File: config.mk
export PLATFORM = sky130hd
export DESIGN_NAME = video_decoder_status_bank
export DESIGN_NICKNAME = d
export VERILOG_FILES = /design/src/hdl/video_status_pkg.sv /design/src/hdl/video_decoder_status_bank.sv
export VERILOG_INCLUDE_DIRS = /design/src /design/src/hdl
export SDC_FILE = /design/constraint.sdc
export NUM_CORES = 1
export LEC_CHECK = 0
export BUFFER_PORTS_ARGS = -buffer_cell sky130_fd_sc_hd__buf_2
export CAP_MARGIN = 20
export CELL_PAD_IN_SITES_DETAIL_PLACEMENT = 0
export CELL_PAD_IN_SITES_GLOBAL_PLACEMENT = 2
export CORE_ASPECT_RATIO = 0.75
export CORE_UTILIZATION = 24
export CTS_CLUSTER_SIZE = 16
export DETAILED_ROUTE_END_ITERATION = 6
export GPL_ROUTABILITY_DRIVEN = 0
export GPL_TIMING_DRIVEN = 0
export PLACE_DENSITY = 0.85
export SLEW_MARGIN = 20
export SYNTH_ARGS = -nofsm -noshare
export SYNTH_HDL_FRONTEND = slang
export SYNTH_SLANG_ARGS = --single-unit
File: constraint.sdc
create_clock -name clk_i -period 1.6 [get_ports clk_i]
set_input_delay 0.16 -clock clk_i [delete_from_list [all_inputs] [get_ports clk_i]]
set_output_delay 0.16 -clock clk_i [all_outputs]
set_load 0.05 [all_outputs]
File: src/hdl/video_status_map.svh
// Register indices, field positions, reset values and timing of the video status bank
`ifndef VIDEO_STATUS_MAP_SVH
`define VIDEO_STATUS_MAP_SVH

// ==========================================================
// Register indices (byte address is four times the index)
`define IDX_INT_RESET      10'h01C
`define IDX_INT_ENABLE     10'h01D
`define IDX_INT_CONFIG     10'h01E
`define IDX_LINE_CNT_HI    10'h084
`define IDX_LINE_CNT_LO    10'h085
`define IDX_INT_SOURCE     10'h086
`define IDX_INT_ACTIVE     10'h087
`define IDX_STATUS_ONE     10'h088
`define IDX_STATUS_TWO     10'h089
`define IDX_STATUS_THREE   10'h08A
`define IDX_STATUS_FOUR    10'h08B
`define IDX_STATUS_FIVE    10'h08C

// ==========================================================
// Interrupt-B source bit positions
`define SRC_INIT_READY     7
`define SRC_COPY_CHANGED   6
`define SRC_CMD_READY      5
`define SRC_FIELD_CHANGED  4
`define SRC_LALT_CHANGED   3
`define SRC_CLOCK_CHANGED  2
`define SRC_HV_CHANGED     1
`define SRC_TVVCR_CHANGED  0

// ==========================================================
// Status register one bit positions
`define ST1_PEAK_WHITE     7
`define ST1_LINE_ALT       6
`define ST1_FIELD_RATE     5
`define ST1_LOST_LOCK      4
`define ST1_COLOUR_LOCK    3
`define ST1_VSYNC_LOCK     2
`define ST1_HSYNC_LOCK     1
`define ST1_TV_VCR         0

// ==========================================================
// Interrupt configuration bit position
`define CFG_POLARITY       0

// ==========================================================
// Reset values
`define RST_BYTE           8'h00
`define RST_ENABLE         8'h00
`define RST_POLARITY       1'b0
`define RST_PHASE          8'h00

// ==========================================================
// Bus answer latency in clock cycles
`define ACK_LATENCY        1

`endif

File: src/hdl/video_status_pkg.sv
// Types shared by the video decoder status bank
package video_status_pkg;

  // ==========================================================
  // Detected copy-protection process
  typedef enum logic [2:0] {
    COPY_NONE        = 3'h0,
    COPY_GAIN        = 3'h1,
    COPY_STRIPE2     = 3'h2,
    COPY_GAIN_STRIPE2 = 3'h3,
    COPY_RSVD4       = 3'h4,
    COPY_RSVD5       = 3'h5,
    COPY_STRIPE3     = 3'h6,
    COPY_GAIN_STRIPE3 = 3'h7
  } copy_process_t;

  // ==========================================================
  // Detected video standard
  typedef enum logic [2:0] {
    STD_NTSC_M   = 3'h0,
    STD_PAL_BGHI = 3'h1,
    STD_PAL_M    = 3'h2,
    STD_PAL_N    = 3'h3,
    STD_NTSC_443 = 3'h4,
    STD_SECAM    = 3'h5,
    STD_RSVD6    = 3'h6,
    STD_RSVD7    = 3'h7
  } video_standard_t;

  // ==========================================================
  // Levels from the sync, colour and gain detectors
  typedef struct packed {
    logic [9:0]      line_count;
    logic [9:0]      front_gain;
    logic [7:0]      subcarrier_to_hsync_phase;
    copy_process_t   copy_process;
    video_standard_t standard;
    logic            peak_white;
    logic            line_alt;
    logic            field_50hz;
    logic            colour_lock;
    logic            vsync_lock;
    logic            hsync_lock;
    logic            tv_vcr;
    logic            weak_signal;
    logic            field_odd;
    logic            gain_frozen;
    logic            pal_switch;
    logic            autoswitch;
    logic            sample_rate_flag;
    logic            cmd_ready;
  } detector_status_t;

endpackage

File: src/hdl/video_decoder_status_bank.sv
// Status and interrupt-B source register bank of the video decoder, Wishbone slave
//
// How it works
// - Ten-bit line count split high/low
// - One sticky source flag per cause
// - Flag holds until host writes reset one
// - Bit five shows command ready live
// - Readable bit mirrors interrupt pin activity
// - Status one shows lock and format
// - Sticky lost-lock flag, cleared by read
// - TV/VCR bit from phase detector
// - Status two weak, field, frozen bits
// - PAL switch caught on odd line one
// - Three-bit copy-protection process code
// - Upper eight bits of front gain
// - Subcarrier phase caught on odd line one
// - Bit seven shows automatic standard mode
// - Detected standard code in bits 3:1
// - Bit zero shows sampling rate
// - Enables gate pin only, not flags
//
// Register access over Wishbone was left to the implementer.
`timescale 1ns/10ps
`include "video_status_map.svh"

module video_decoder_status_bank
  import video_status_pkg::*;
(
  input  wire logic             clk_i,
  input  wire logic             rst_n_i,
  input  wire logic             wb_cyc_i,
  input  wire logic             wb_stb_i,
  input  wire logic             wb_we_i,
  input  wire logic [11:0]      wb_adr_i,
  input  wire logic [3:0]       wb_sel_i,
  input  wire logic [31:0]      wb_dat_i,
  output logic      [31:0]      wb_dat_o,
  output logic                  wb_ack_o,
  input  wire detector_status_t det_i,
  input  wire logic             init_ready_i,
  input  wire logic             odd_line_one_i,
  output logic                  irq_pin_o,
  output logic                  irq_pin_oe_o
);

  // ==========================================================
  // Declarations
  logic [31:0]  dat_q;
  logic [31:0]  dat_d;
  logic         ack_q;
  logic [7:0]   src_q;
  logic [7:0]   src_d;
  logic [7:0]   enable_q;
  logic         polarity_q;
  logic         lost_q;
  logic         lost_d;
  logic         prime_q;
  logic         pal_switch_q;
  logic [7:0]   phase_q;
  logic         irq_active_q;
  logic         pin_q;
  logic         pin_oe_q;

  wire  [9:0]   word_idx;
  wire          req;
  wire          take;
  wire          rd_take;
  wire          wr_take;
  wire          lane0;
  wire          hit_reset;
  wire          hit_enable;
  wire          hit_config;
  wire          hit_st1;
  wire          rd_st1;
  wire          wr_reset;
  wire          wr_enable;
  wire          wr_config;
  wire  [7:0]   clr_mask;
  wire          hv_lock;
  wire  [7:0]   src_set;
  wire          lock_fall;
  wire          copy_change;
  wire          field_change;
  wire          lalt_change;
  wire          colour_change;
  wire          hv_change;
  wire          tvvcr_change;
  wire          colour_fall;
  wire          hsync_fall;
  wire          vsync_fall;
  wire  [7:0]   src_view;
  wire  [7:0]   line_hi;
  wire  [7:0]   line_lo;
  wire  [7:0]   active_byte;
  wire  [7:0]   st1_byte;
  wire  [7:0]   st2_byte;
  wire  [7:0]   st3_byte;
  wire  [7:0]   st4_byte;
  wire  [7:0]   st5_byte;
  wire  [7:0]   cfg_byte;
  wire  [7:0]   rd_byte;
  wire          irq_active_d;

  // ==========================================================
  // Bus decode
  assign word_idx   = wb_adr_i[11:2];
  assign req        = wb_cyc_i & wb_stb_i;
  // One answer per request; ack drops the cycle after it was given
  assign take       = req & ~ack_q;
  assign rd_take    = take & ~wb_we_i;
  assign wr_take    = take & wb_we_i;
  assign lane0      = wb_sel_i[0];
  assign hit_reset  = (word_idx == `IDX_INT_RESET);
  assign hit_enable = (word_idx == `IDX_INT_ENABLE);
  assign hit_config = (word_idx == `IDX_INT_CONFIG);
  assign hit_st1    = (word_idx == `IDX_STATUS_ONE);
  assign rd_st1     = rd_take & hit_st1;

  // Status indices take no write at all
  assign wr_reset   = wr_take & lane0 & hit_reset;
  assign wr_enable  = wr_take & lane0 & hit_enable;
  assign wr_config  = wr_take & lane0 & hit_config;

  // Writing one clears the matching source flag
  assign clr_mask   = wr_reset ? wb_dat_i[7:0] : 8'h00;

  // ==========================================================
  // Change detection
  assign hv_lock    = det_i.hsync_lock & det_i.vsync_lock;

  // One history per watched level; prime masks the reset values
  level_change #(.W(3)) copy_hist (
    .clk_i    (clk_i),
    .rst_n_i  (rst_n_i),
    .prime_i  (prime_q),
    .level_i  (det_i.copy_process),
    .change_o (copy_change),
    .fall_o   ()
  );
  level_change #(.W(1)) field_hist (
    .clk_i    (clk_i),
    .rst_n_i  (rst_n_i),
    .prime_i  (prime_q),
    .level_i  (det_i.field_50hz),
    .change_o (field_change),
    .fall_o   ()
  );
  level_change #(.W(1)) lalt_hist (
    .clk_i    (clk_i),
    .rst_n_i  (rst_n_i),
    .prime_i  (prime_q),
    .level_i  (det_i.line_alt),
    .change_o (lalt_change),
    .fall_o   ()
  );
  level_change #(.W(1)) colour_hist (
    .clk_i    (clk_i),
    .rst_n_i  (rst_n_i),
    .prime_i  (prime_q),
    .level_i  (det_i.colour_lock),
    .change_o (colour_change),
    .fall_o   (colour_fall)
  );
  level_change #(.W(1)) hv_hist (
    .clk_i    (clk_i),
    .rst_n_i  (rst_n_i),
    .prime_i  (prime_q),
    .level_i  (hv_lock),
    .change_o (hv_change),
    .fall_o   ()
  );
  level_change #(.W(1)) tvvcr_hist (
    .clk_i    (clk_i),
    .rst_n_i  (rst_n_i),
    .prime_i  (prime_q),
    .level_i  (det_i.tv_vcr),
    .change_o (tvvcr_change),
    .fall_o   ()
  );
  level_change #(.W(1)) hsync_hist (
    .clk_i    (clk_i),
    .rst_n_i  (rst_n_i),
    .prime_i  (prime_q),
    .level_i  (det_i.hsync_lock),
    .change_o (),
    .fall_o   (hsync_fall)
  );
  level_change #(.W(1)) vsync_hist (
    .clk_i    (clk_i),
    .rst_n_i  (rst_n_i),
    .prime_i  (prime_q),
    .level_i  (det_i.vsync_lock),
    .change_o (),
    .fall_o   (vsync_fall)
  );

  assign src_set[`SRC_INIT_READY]    = init_ready_i;
  assign src_set[`SRC_COPY_CHANGED]  = copy_change;
  // Command ready is shown live, never stored
  assign src_set[`SRC_CMD_READY]     = 1'b0;
  assign src_set[`SRC_FIELD_CHANGED] = field_change;
  assign src_set[`SRC_LALT_CHANGED]  = lalt_change;
  assign src_set[`SRC_CLOCK_CHANGED] = colour_change;
  assign src_set[`SRC_HV_CHANGED]    = hv_change;
  assign src_set[`SRC_TVVCR_CHANGED] = tvvcr_change;

  // Flags set regardless of enables; set wins over a clear
  assign src_d = (src_q & ~clr_mask) | src_set;

  // Any lock falling since the last read of status one
  assign lock_fall = hsync_fall | vsync_fall | colour_fall;
  assign lost_d = (lost_q & ~rd_st1) | lock_fall;

  // ==========================================================
  // Interrupt pin
  // Enabled source flags decide the pin; bit five never sets, so its enable is inert
  assign irq_active_d = |(src_q & enable_q);

  // ==========================================================
  // Read views
  // Ten-bit count split over two bytes
  assign line_hi = {6'h00, det_i.line_count[9:8]};
  assign line_lo = det_i.line_count[7:0];

  // Command ready is a live level, not a sticky flag
  assign src_view = {src_q[7:6], det_i.cmd_ready, src_q[4:0]};

  // Pin activity seen by software
  assign active_byte = {7'h00, irq_active_q};

  // Lock and format status
  assign st1_byte[`ST1_PEAK_WHITE]  = det_i.peak_white;
  assign st1_byte[`ST1_LINE_ALT]    = det_i.line_alt;
  assign st1_byte[`ST1_FIELD_RATE]  = det_i.field_50hz;
  assign st1_byte[`ST1_LOST_LOCK]   = lost_q;
  assign st1_byte[`ST1_COLOUR_LOCK] = det_i.colour_lock;
  assign st1_byte[`ST1_VSYNC_LOCK]  = det_i.vsync_lock;
  assign st1_byte[`ST1_HSYNC_LOCK]  = det_i.hsync_lock;
  assign st1_byte[`ST1_TV_VCR]      = det_i.tv_vcr;

  // Reserved top bit reads zero
  assign st2_byte = {1'b0, det_i.weak_signal, pal_switch_q, det_i.field_odd,
                     det_i.gain_frozen, det_i.copy_process};

  // Coarse gain only; the two low bits are dropped
  assign st3_byte = det_i.front_gain[9:2];

  // Phase held from the last odd-field line one
  assign st4_byte = phase_q;

  // Mode, standard and rate
  assign st5_byte = {det_i.autoswitch, 3'h0, det_i.standard, det_i.sample_rate_flag};

  assign cfg_byte = {7'h00, polarity_q};

  // Unmapped and write-only indices read zero
  assign rd_byte =
    (word_idx == `IDX_LINE_CNT_HI)  ? line_hi     :
    (word_idx == `IDX_LINE_CNT_LO)  ? line_lo     :
    (word_idx == `IDX_INT_SOURCE)   ? src_view    :
    (word_idx == `IDX_INT_ACTIVE)   ? active_byte :
    hit_st1                         ? st1_byte    :
    (word_idx == `IDX_STATUS_TWO)   ? st2_byte    :
    (word_idx == `IDX_STATUS_THREE) ? st3_byte    :
    (word_idx == `IDX_STATUS_FOUR)  ? st4_byte    :
    (word_idx == `IDX_STATUS_FIVE)  ? st5_byte    :
    hit_enable                      ? enable_q    :
    hit_config                      ? cfg_byte    :
                                      `RST_BYTE;

  assign dat_d = rd_take ? {24'h000000, rd_byte} : 32'h00000000;

  // ==========================================================
  // Bus answer
  always_ff @(posedge clk_i or negedge rst_n_i) begin
    if (!rst_n_i) begin
      ack_q <= 1'b0;
      dat_q <= 32'h00000000;
    end else begin
      ack_q <= take;
      dat_q <= dat_d;
    end
  end

  // ==========================================================
  // Host controls
  always_ff @(posedge clk_i or negedge rst_n_i) begin
    if (!rst_n_i) begin
      enable_q   <= `RST_ENABLE;
      polarity_q <= `RST_POLARITY;
    end else begin
      if (wr_enable) begin
        enable_q <= wb_dat_i[7:0];
      end
      if (wr_config) begin
        polarity_q <= wb_dat_i[`CFG_POLARITY];
      end
    end
  end

  // ==========================================================
  // Source flags and lost lock
  always_ff @(posedge clk_i or negedge rst_n_i) begin
    if (!rst_n_i) begin
      src_q  <= 7'h00;
      lost_q <= 1'b0;
    end else begin
      src_q  <= src_d;
      lost_q <= lost_d;
    end
  end

  // ==========================================================
  // Change detection priming
  always_ff @(posedge clk_i or negedge rst_n_i) begin
    if (!rst_n_i) begin
      prime_q <= 1'b0;
    end else begin
      prime_q <= 1'b1;
    end
  end

  // ==========================================================
  // Odd-field line one capture
  // Both values are sampled on the same strobe so they stay consistent
  always_ff @(posedge clk_i or negedge rst_n_i) begin
    if (!rst_n_i) begin
      pal_switch_q <= 1'b0;
      phase_q      <= `RST_PHASE;
    end else if (odd_line_one_i) begin
      pal_switch_q <= det_i.pal_switch;
      phase_q      <= det_i.subcarrier_to_hsync_phase;
    end
  end

  // ==========================================================
  // Pin drive
  // Active low is open drain: drive only while active
  always_ff @(posedge clk_i or negedge rst_n_i) begin
    if (!rst_n_i) begin
      irq_active_q <= 1'b0;
      pin_q        <= 1'b0;
      pin_oe_q     <= 1'b0;
    end else begin
      irq_active_q <= irq_active_d;
      pin_q        <= polarity_q & irq_active_d;
      pin_oe_q     <= polarity_q | irq_active_d;
    end
  end

  // ==========================================================
  // Outputs
  assign wb_ack_o     = ack_q;
  assign wb_dat_o     = dat_q;
  assign irq_pin_o    = pin_q;
  assign irq_pin_oe_o = pin_oe_q;

endmodule // video_decoder_status_bank

// ==========================================================
// One watched level and its history; prime masks the reset values
module level_change #(
  parameter int W = 1
) (
  input  wire logic         clk_i,
  input  wire logic         rst_n_i,
  input  wire logic         prime_i,
  input  wire logic [W-1:0] level_i,
  output logic              change_o,
  output logic              fall_o
);

  logic [W-1:0] prev_q;

  assign change_o = prime_i & (prev_q != level_i);
  // Fall watches the lowest bit only; meant for single-bit locks
  assign fall_o   = prime_i & prev_q[0] & ~level_i[0];

  always_ff @(posedge clk_i or negedge rst_n_i) begin
    if (!rst_n_i) begin
      prev_q <= '0;
    end else begin
      prev_q <= level_i;
    end
  end

endmodule // level_change

# == Yosys cells after proc, flatten, opt, wreduce, memory -nomap -nowiden ==
# Cells that the tools add are included.
# word_totals
reg_bits,50
latch_bits,0
mem_bits_rw,0
romBits,0
input_bits,103
out_inout_bits,35
elab_cells,90
memories,0
# op_classes
n_addsub,0
n_mul,0
div,0
magnitude_cmp,0
eq_ne,18
shifts,0
muxes,13
bitwise,38
n_reduce_logical,1
# op_table
operator,count
$mux W8,12
$eq A10 B8 Y1 const B,9
$eq A10 B5 Y1 const B,3
$and A1 B1 Y1,24
$and A8 B8 Y8,2
$not A8 Y8,1
$or A8 B8 Y8,1
$reduce_or A8 Y1,1
$not A1 Y1,6
$ne A1 B1 Y1,5
$or A1 B1 Y1,4
$ne A3 B3 Y1,1
$mux W1,1

# == Logic depth before layout (Yosys ltp) ==
# logic_depth
ltp_word,13
ltp_mapped,7

# == By module ==
# From an unflattened synthesis, not the netlist that was laid out.
# unflattened
hier_cells,289
hier_area_um2,2975.4
# modules_own_cells
module,instances,cells_each,area_per_inst_um2,seq_area_each_um2
video_decoder_status_bank,1,253,2506.2,1001.0
level_change (colour_hist ...),7,4,50.0,25.0
level_change (copy_hist),1,8,118.9,75.1

# == Worst setup path before layout ==
# No wires, ideal clock.
# synth_path
kind,reg-to-reg
from,reg ack_q (netlist: wb_ack_o)
to,reg src_q[0]
setup_time_ns,0.121
t_arrival_ns,1.867
t_required_ns,1.479
path_slack_ns,-0.388
path_stages_with_launch,7
n_path_buf,1
synth_period_minus_slack_ns,1.988
path_cell_list,dfrtp_1 -> nand3b_1 -> nor4_1 -> and2_1 -> clkbuf_1 -> nand2_1 -> a22o_1
# synth_between
elab_chain_len,9
# synth_rtl
item,line_no,text
start: declaration,video_decoder_status_bank.sv:50,logic ack_q;
start signal: assignment,video_decoder_status_bank.sv:280,ack_q <= take;
$not A1 Y1,video_decoder_status_bank.sv:109,assign take = req & ~ack_q;
$and A1 B1 Y1,video_decoder_status_bank.sv:109,
$and A1 B1 Y1,video_decoder_status_bank.sv:111,assign wr_take = take & wb_we_i;
$and A1 B1 Y1 (2 in series),video_decoder_status_bank.sv:120,assign wr_reset = wr_take & lane0 & hit_reset;
$mux W8,video_decoder_status_bank.sv:125,assign clr_mask = wr_reset ? wb_dat_i[7:0] : 8'h00;
$not A8 Y8,video_decoder_status_bank.sv:208,assign src_d = (src_q & ~clr_mask) | src_set;
$and A8 B8 Y8,video_decoder_status_bank.sv:208,
$or A8 B8 Y8,video_decoder_status_bank.sv:208,
via src_d[0],video_decoder_status_bank.sv:52,logic [7:0] src_d;
end signal: assignment,video_decoder_status_bank.sv:308,src_q <= src_d;
end: declaration,video_decoder_status_bank.sv:51,logic [7:0] src_q;
# The timed path passes the listed nets, and every way through them passes these cells.
# A chain may end at the register's enable or synchronous reset.

# == Worst setup path in the final report ==
# layout_path
from,in wb_adr_i[6]
to,reg dat_q[0] (netlist: wb_dat_o[0])
# layout_between
elab_chain_len,13
word_cells_on_any_way,23
cone_classes,eq/ne (11); mux (12)
# layout_rtl
item,line_no,text
start: declaration,video_decoder_status_bank.sv:34,"input wire logic [11:0] wb_adr_i,"
$eq A10 B5 Y1 (no line),-,
$mux W1 (no line),-,
$mux W8 (no line) (9 in series),-,
$mux W8 (no line) (*),-,
$mux W8 (*),video_decoder_status_bank.sv:271,"assign dat_d = rd_take ? {24'h000000, rd_byte} : 32'h00000000;"
via dat_d[0],video_decoder_status_bank.sv:49,logic [31:0] dat_d;
end signal: assignment,video_decoder_status_bank.sv:281,dat_q <= dat_d;
end: declaration,video_decoder_status_bank.sv:48,logic [31:0] dat_q;
# The timed path passes the listed nets; every way through them passes the cells marked *.

==> results_tabular.tex <==
\begin{tabular}{lr}
\hline
Metric & Value \\
\hline
\multicolumn{2}{l}{\textbf{Detailed routing}} \\
\quad Vias/cell & between 4 and 5 \\
\quad WL per Instance & $\sim$17 um \\
\quad Detailed router's first-iteration violation count & about 160 \\
\quad Via count & 2675 \\
\quad Pre-antenna DRT Iters & 4 \\
\quad DRC errors left & 0 \\
\quad Detail Route Antenna Nets & 0 \\
\quad Total detailed-routing wirelength & 9670 um \\
\multicolumn{2}{l}{\textbf{Power and ir drop}} \\
\quad PD cells & 765 nW/um2 \\
\quad Max VDD drop & 0.000577 V \\
\quad Leakage component of the power & approximately 1.9 nW \\
\quad Post-route total power & 3.12 mW \\
\multicolumn{2}{l}{\textbf{Final layout}} \\
\quad Number of standard cells in the final layout excluding fillers & 576 \\
\quad Final core utilization & 34.6\% \\
\quad Diode count & 0 \\
\quad Most frequent standard cell in the layout excluding fill and tap cells & sky130\_fd\_sc\_hd\_\_buf\_2 \\
\quad Commonest non-fill, non-tap cells in the layout & sky130\_fd\_sc\_hd\_\_buf\_2 (77), sky130\_fd\_sc\_hd\_\_dfrtp\_1 (48), sky130\_fd\_sc\_hd\_\_buf\_4 (32) \\
\quad Multi-input gate area in the final layout & 1670 um2 \\
\quad Area grow syn2layout & 37.8\% \\
\quad Share of cells above drive strength 1 & 44.9\% \\
\quad Total non-filler cell area in the finished layout & 4080 um2 \\
\quad Total number of nets in the final design & between 500 and 600 \\
\quad Fill cells & 1229 \\
\quad Reg area & 1250 um2 \\
\multicolumn{2}{l}{\textbf{Floorplanning}} \\
\quad Die extent in y & 98.1 um \\
\quad Die ar. & around 13000 um2 \\
\quad Initial core utilization & 25.1\% \\
\quad Number of I/O pins & 138 \\
\quad Site row count & 34 \\
\quad Core area & $\sim$12000 um2 \\
\quad Die extent in x & 130 um \\
\multicolumn{2}{l}{\textbf{GRT}} \\
\quad Vias in the first global route & 2671 \\
\quad Antenna violations before repair & 0 \\
\quad Remaining global-route overflow & 0 \\
\quad Pin count of the biggest net entering global routing & 51 \\
\quad Combined global-route utilization of all metal layers & 15.9\% \\
\quad Wire length of the first global-routing pass & $\sim$15000 um \\
\multicolumn{2}{l}{\textbf{Logic synthesis}} \\
\quad Mapped cell area & 2960 um2 \\
\quad Total of flip-flops plus latches after synthesis & 50 \\
\quad Yosys warning count & 0 \\
\quad Number of enable-type register cells in the synthesized netlist & 0 \\
\quad Post-synthesis cell count & between 200 and 300 \\
\quad Share of flip-flops with an asynchronous set or reset & 100\% \\
\quad Sequential-to-total area share from yosys stat & 42.3\% \\
\quad Mean instance size in the synthesized netlist & 9.99 um2 \\
\quad Commonest register cell after synthesis & sky130\_fd\_sc\_hd\_\_dfrtp\_1 \\
\quad Count of unique library cells instantiated by Yosys & 59 \\
\multicolumn{2}{l}{\textbf{Clocking}} \\
\quad Num Clock Sinks & 50 \\
\quad Max Root-Sink Buffers & 2 \\
\quad Clock buffer count from CTS & 5 \\
\quad Root buffer cell & sky130\_fd\_sc\_hd\_\_clkbuf\_16 \\
\quad CTS tree & built \\
\quad Clk slew on worst S/H paths & $\sim$70 ps \\
\quad Worst skew pair latency & 300 ps \\
\quad Maximum level of the CTS H-tree & 2 \\
\multicolumn{2}{l}{\textbf{Critical path}} \\
\quad Required time worst endpoint & 1780 ps \\
\quad Endpoint arrival time on the critical path & 1830 ps \\
\quad Worst-path cell with the longest stage delay & sky130\_fd\_sc\_hd\_\_or4b\_4 \\
\quad Largest fanout on the critical path & 5 \\
\quad Setup Crit Path Kind & input pin to flop \\
\quad Cell class contributing the biggest share of worst-path delay & simple AND/OR/NAND/NOR gates \\
\quad Delay of the slowest cell on the worst path & 580 ps \\
\quad Sequence of cells on the critical path & buf\_8 -> or4b\_4 -> buf\_6 -> or3\_4 -> o22ai\_2 -> a2111oi\_2 -> a21o\_1 \\
\quad Kind of start point of the critical path & input pin \\
\quad Crit path buf inv count & 2 \\
\quad Crit path capture type & flop \\
\multicolumn{2}{l}{\textbf{Hold path}} \\
\quad Tightest Hold Check Type & input pin to flop \\
\multicolumn{2}{l}{\textbf{Place}} \\
\quad Placed cells & 561 \\
\quad Worst setup slack after placement & -591 ps \\
\quad HPWL reported at the end of detailed placement & 7630 um \\
\quad Port-buffer cells & 80 \\
\quad Placed Instance Area & 3680 um2 \\
\multicolumn{2}{l}{\textbf{Run status}} \\
\quad Run status & complete, but fails checks \\
\quad Violations in the final reports & negative setup slack \\
\multicolumn{2}{l}{\textbf{Timing}} \\
\quad Least-Margin Pin Slew & 651 ps \\
\quad Smallest setup slack after layout & -47.2 ps \\
\quad Maximum clock frequency & 607 MHz \\
\quad Tightest hold margin & 24.5 ps \\
\quad Count of final hold-check violations & 0 \\
\quad Unrepaired setup endpoints after global routing & true \\
\quad Skew final & 7.61 ps \\
\quad Aggregate negative setup slack & -147 ps \\
\quad Count of pins over their slew limit & 0 \\
\quad Final Cycle Share & 103\% \\
\quad Worst-case headroom to the max-slew limit & 56.6\% \\
\quad Setup violation total in the final timing report & 5 \\
\quad Final period demand of the worst path & 1650 ps \\
\multicolumn{2}{l}{\textbf{Run}} \\
\quad Max-Cap Viols & 0 \\
\hline
\end{tabular}
## flip-flops by register name, indices dropped and copies added, names as in the netlist, 3 cells and up
name,cells
enable_q,8
phase_q,8
src_q,8
wb_dat_o,8
copy_hist.prev_q,3
## cells by family after synthesis
| logic type | count (synthesis) | synth area share (%) |
|---|---|---|
| compound gates | 79 | 19.1 |
| xor+xnor | 8 | 2.37 |
| buf+inv | 44 | 10.1 |
| flops | 50 | 42.3 |
| mux | 24 | 8.84 |
| other cells | 2 | 0.254 |
| simple gates | 89 | 17.1 |
## where the power goes
part | switching (mW) | internal [mW] | total [mW]
Clock | 0.483 | 0.741 | 1.22
Sequential | 0.0215 | 1.30 | 1.32
Combinational | 0.357 | 0.212 | 0.569
Total | 0.862 | 2.26 | 3.12
## Yosys cell counts (4+ instances only)
master | instances | area share (%)
sky130_fd_sc_hd__mux2i_1 | 7 | 2.4
sky130_fd_sc_hd__and2_1 | 4 | 0.85
sky130_fd_sc_hd__buf_4 | 24 | 6.1
sky130_fd_sc_hd__a211oi_1 | 5 | 1.3
sky130_fd_sc_hd__a22oi_1 | 6 | 1.5
sky130_fd_sc_hd__a22o_1 | 6 | 1.8
sky130_fd_sc_hd__nand2b_1 | 4 | 0.85
sky130_fd_sc_hd__nor2_1 | 12 | 1.5
sky130_fd_sc_hd__mux2_2 | 17 | 6.5
sky130_fd_sc_hd__inv_1 | 8 | 1.0
sky130_fd_sc_hd__buf_6 | 5 | 1.9
sky130_fd_sc_hd__o21ai_0 | 10 | 1.7
sky130_fd_sc_hd__nand4_1 | 6 | 1.3
sky130_fd_sc_hd__dfrtp_1 | 50 | 42
sky130_fd_sc_hd__a21o_1 | 5 | 1.3
sky130_fd_sc_hd__nand2_1 | 24 | 3.0
sky130_fd_sc_hd__xor2_1 | 5 | 1.5
sky130_fd_sc_hd__o22ai_1 | 5 | 1.1
sky130_fd_sc_hd__nand3_1 | 4 | 0.68
sky130_fd_sc_hd__clkbuf_1 | 5 | 0.63
sky130_fd_sc_hd__a21oi_1 | 20 | 3.4
sky130_fd_sc_hd__nor3_1 | 6 | 1.0
sky130_fd_sc_hd__or2_2 | 4 | 0.85
## per-layer routing
layer	GRT usage, %	share of wire (%)
met1	24.1	48
met4	3.13	1.1
met3	4.55	8.3
met2	22.1	42
met5	0	0
## layout make-up
class | instances | area share [%]
Inverter | 8 | 0.737
Clock buffer | 5 | 3.07
Sequential cell | 50 | 30.8
Clock inverter | 3 | 1.07
Multi-Input combinational cell | 225 | 40.9
Timing Repair Buffer | 89 | 12.1
Buffer | 34 | 6.39
Tap cell | 162 | 4.97
## path summary, 6_finish.rpt
kind	startpoint	cells after the start	end	slack, ps
worst max-delay path	wb_adr_i[6]	7	wb_dat_o[0]	-50
max in group asynchronous	rst_n_i	2	polarity_q	680
min in group asynchronous	rst_n_i	2	pal_switch_q	430
worst min-delay path	det_i[12]	1	lalt_hist.prev_q	20
worst min register to register	phase_q[0]	1	phase_q[0]	510
worst max register to register	wb_ack_o	5	polarity_q	-20
## repair_timing
item,in CTS,in global routing
setup buffers,7,1
setup endpoints to repair,23,24
pin swaps,11,9
gates cloned,0,0
hold buffers,0,1
gates resized for setup,25,18
endpoints found under the hold margin,0,50
Note: power is estimated with default switching activity, not from simulation.
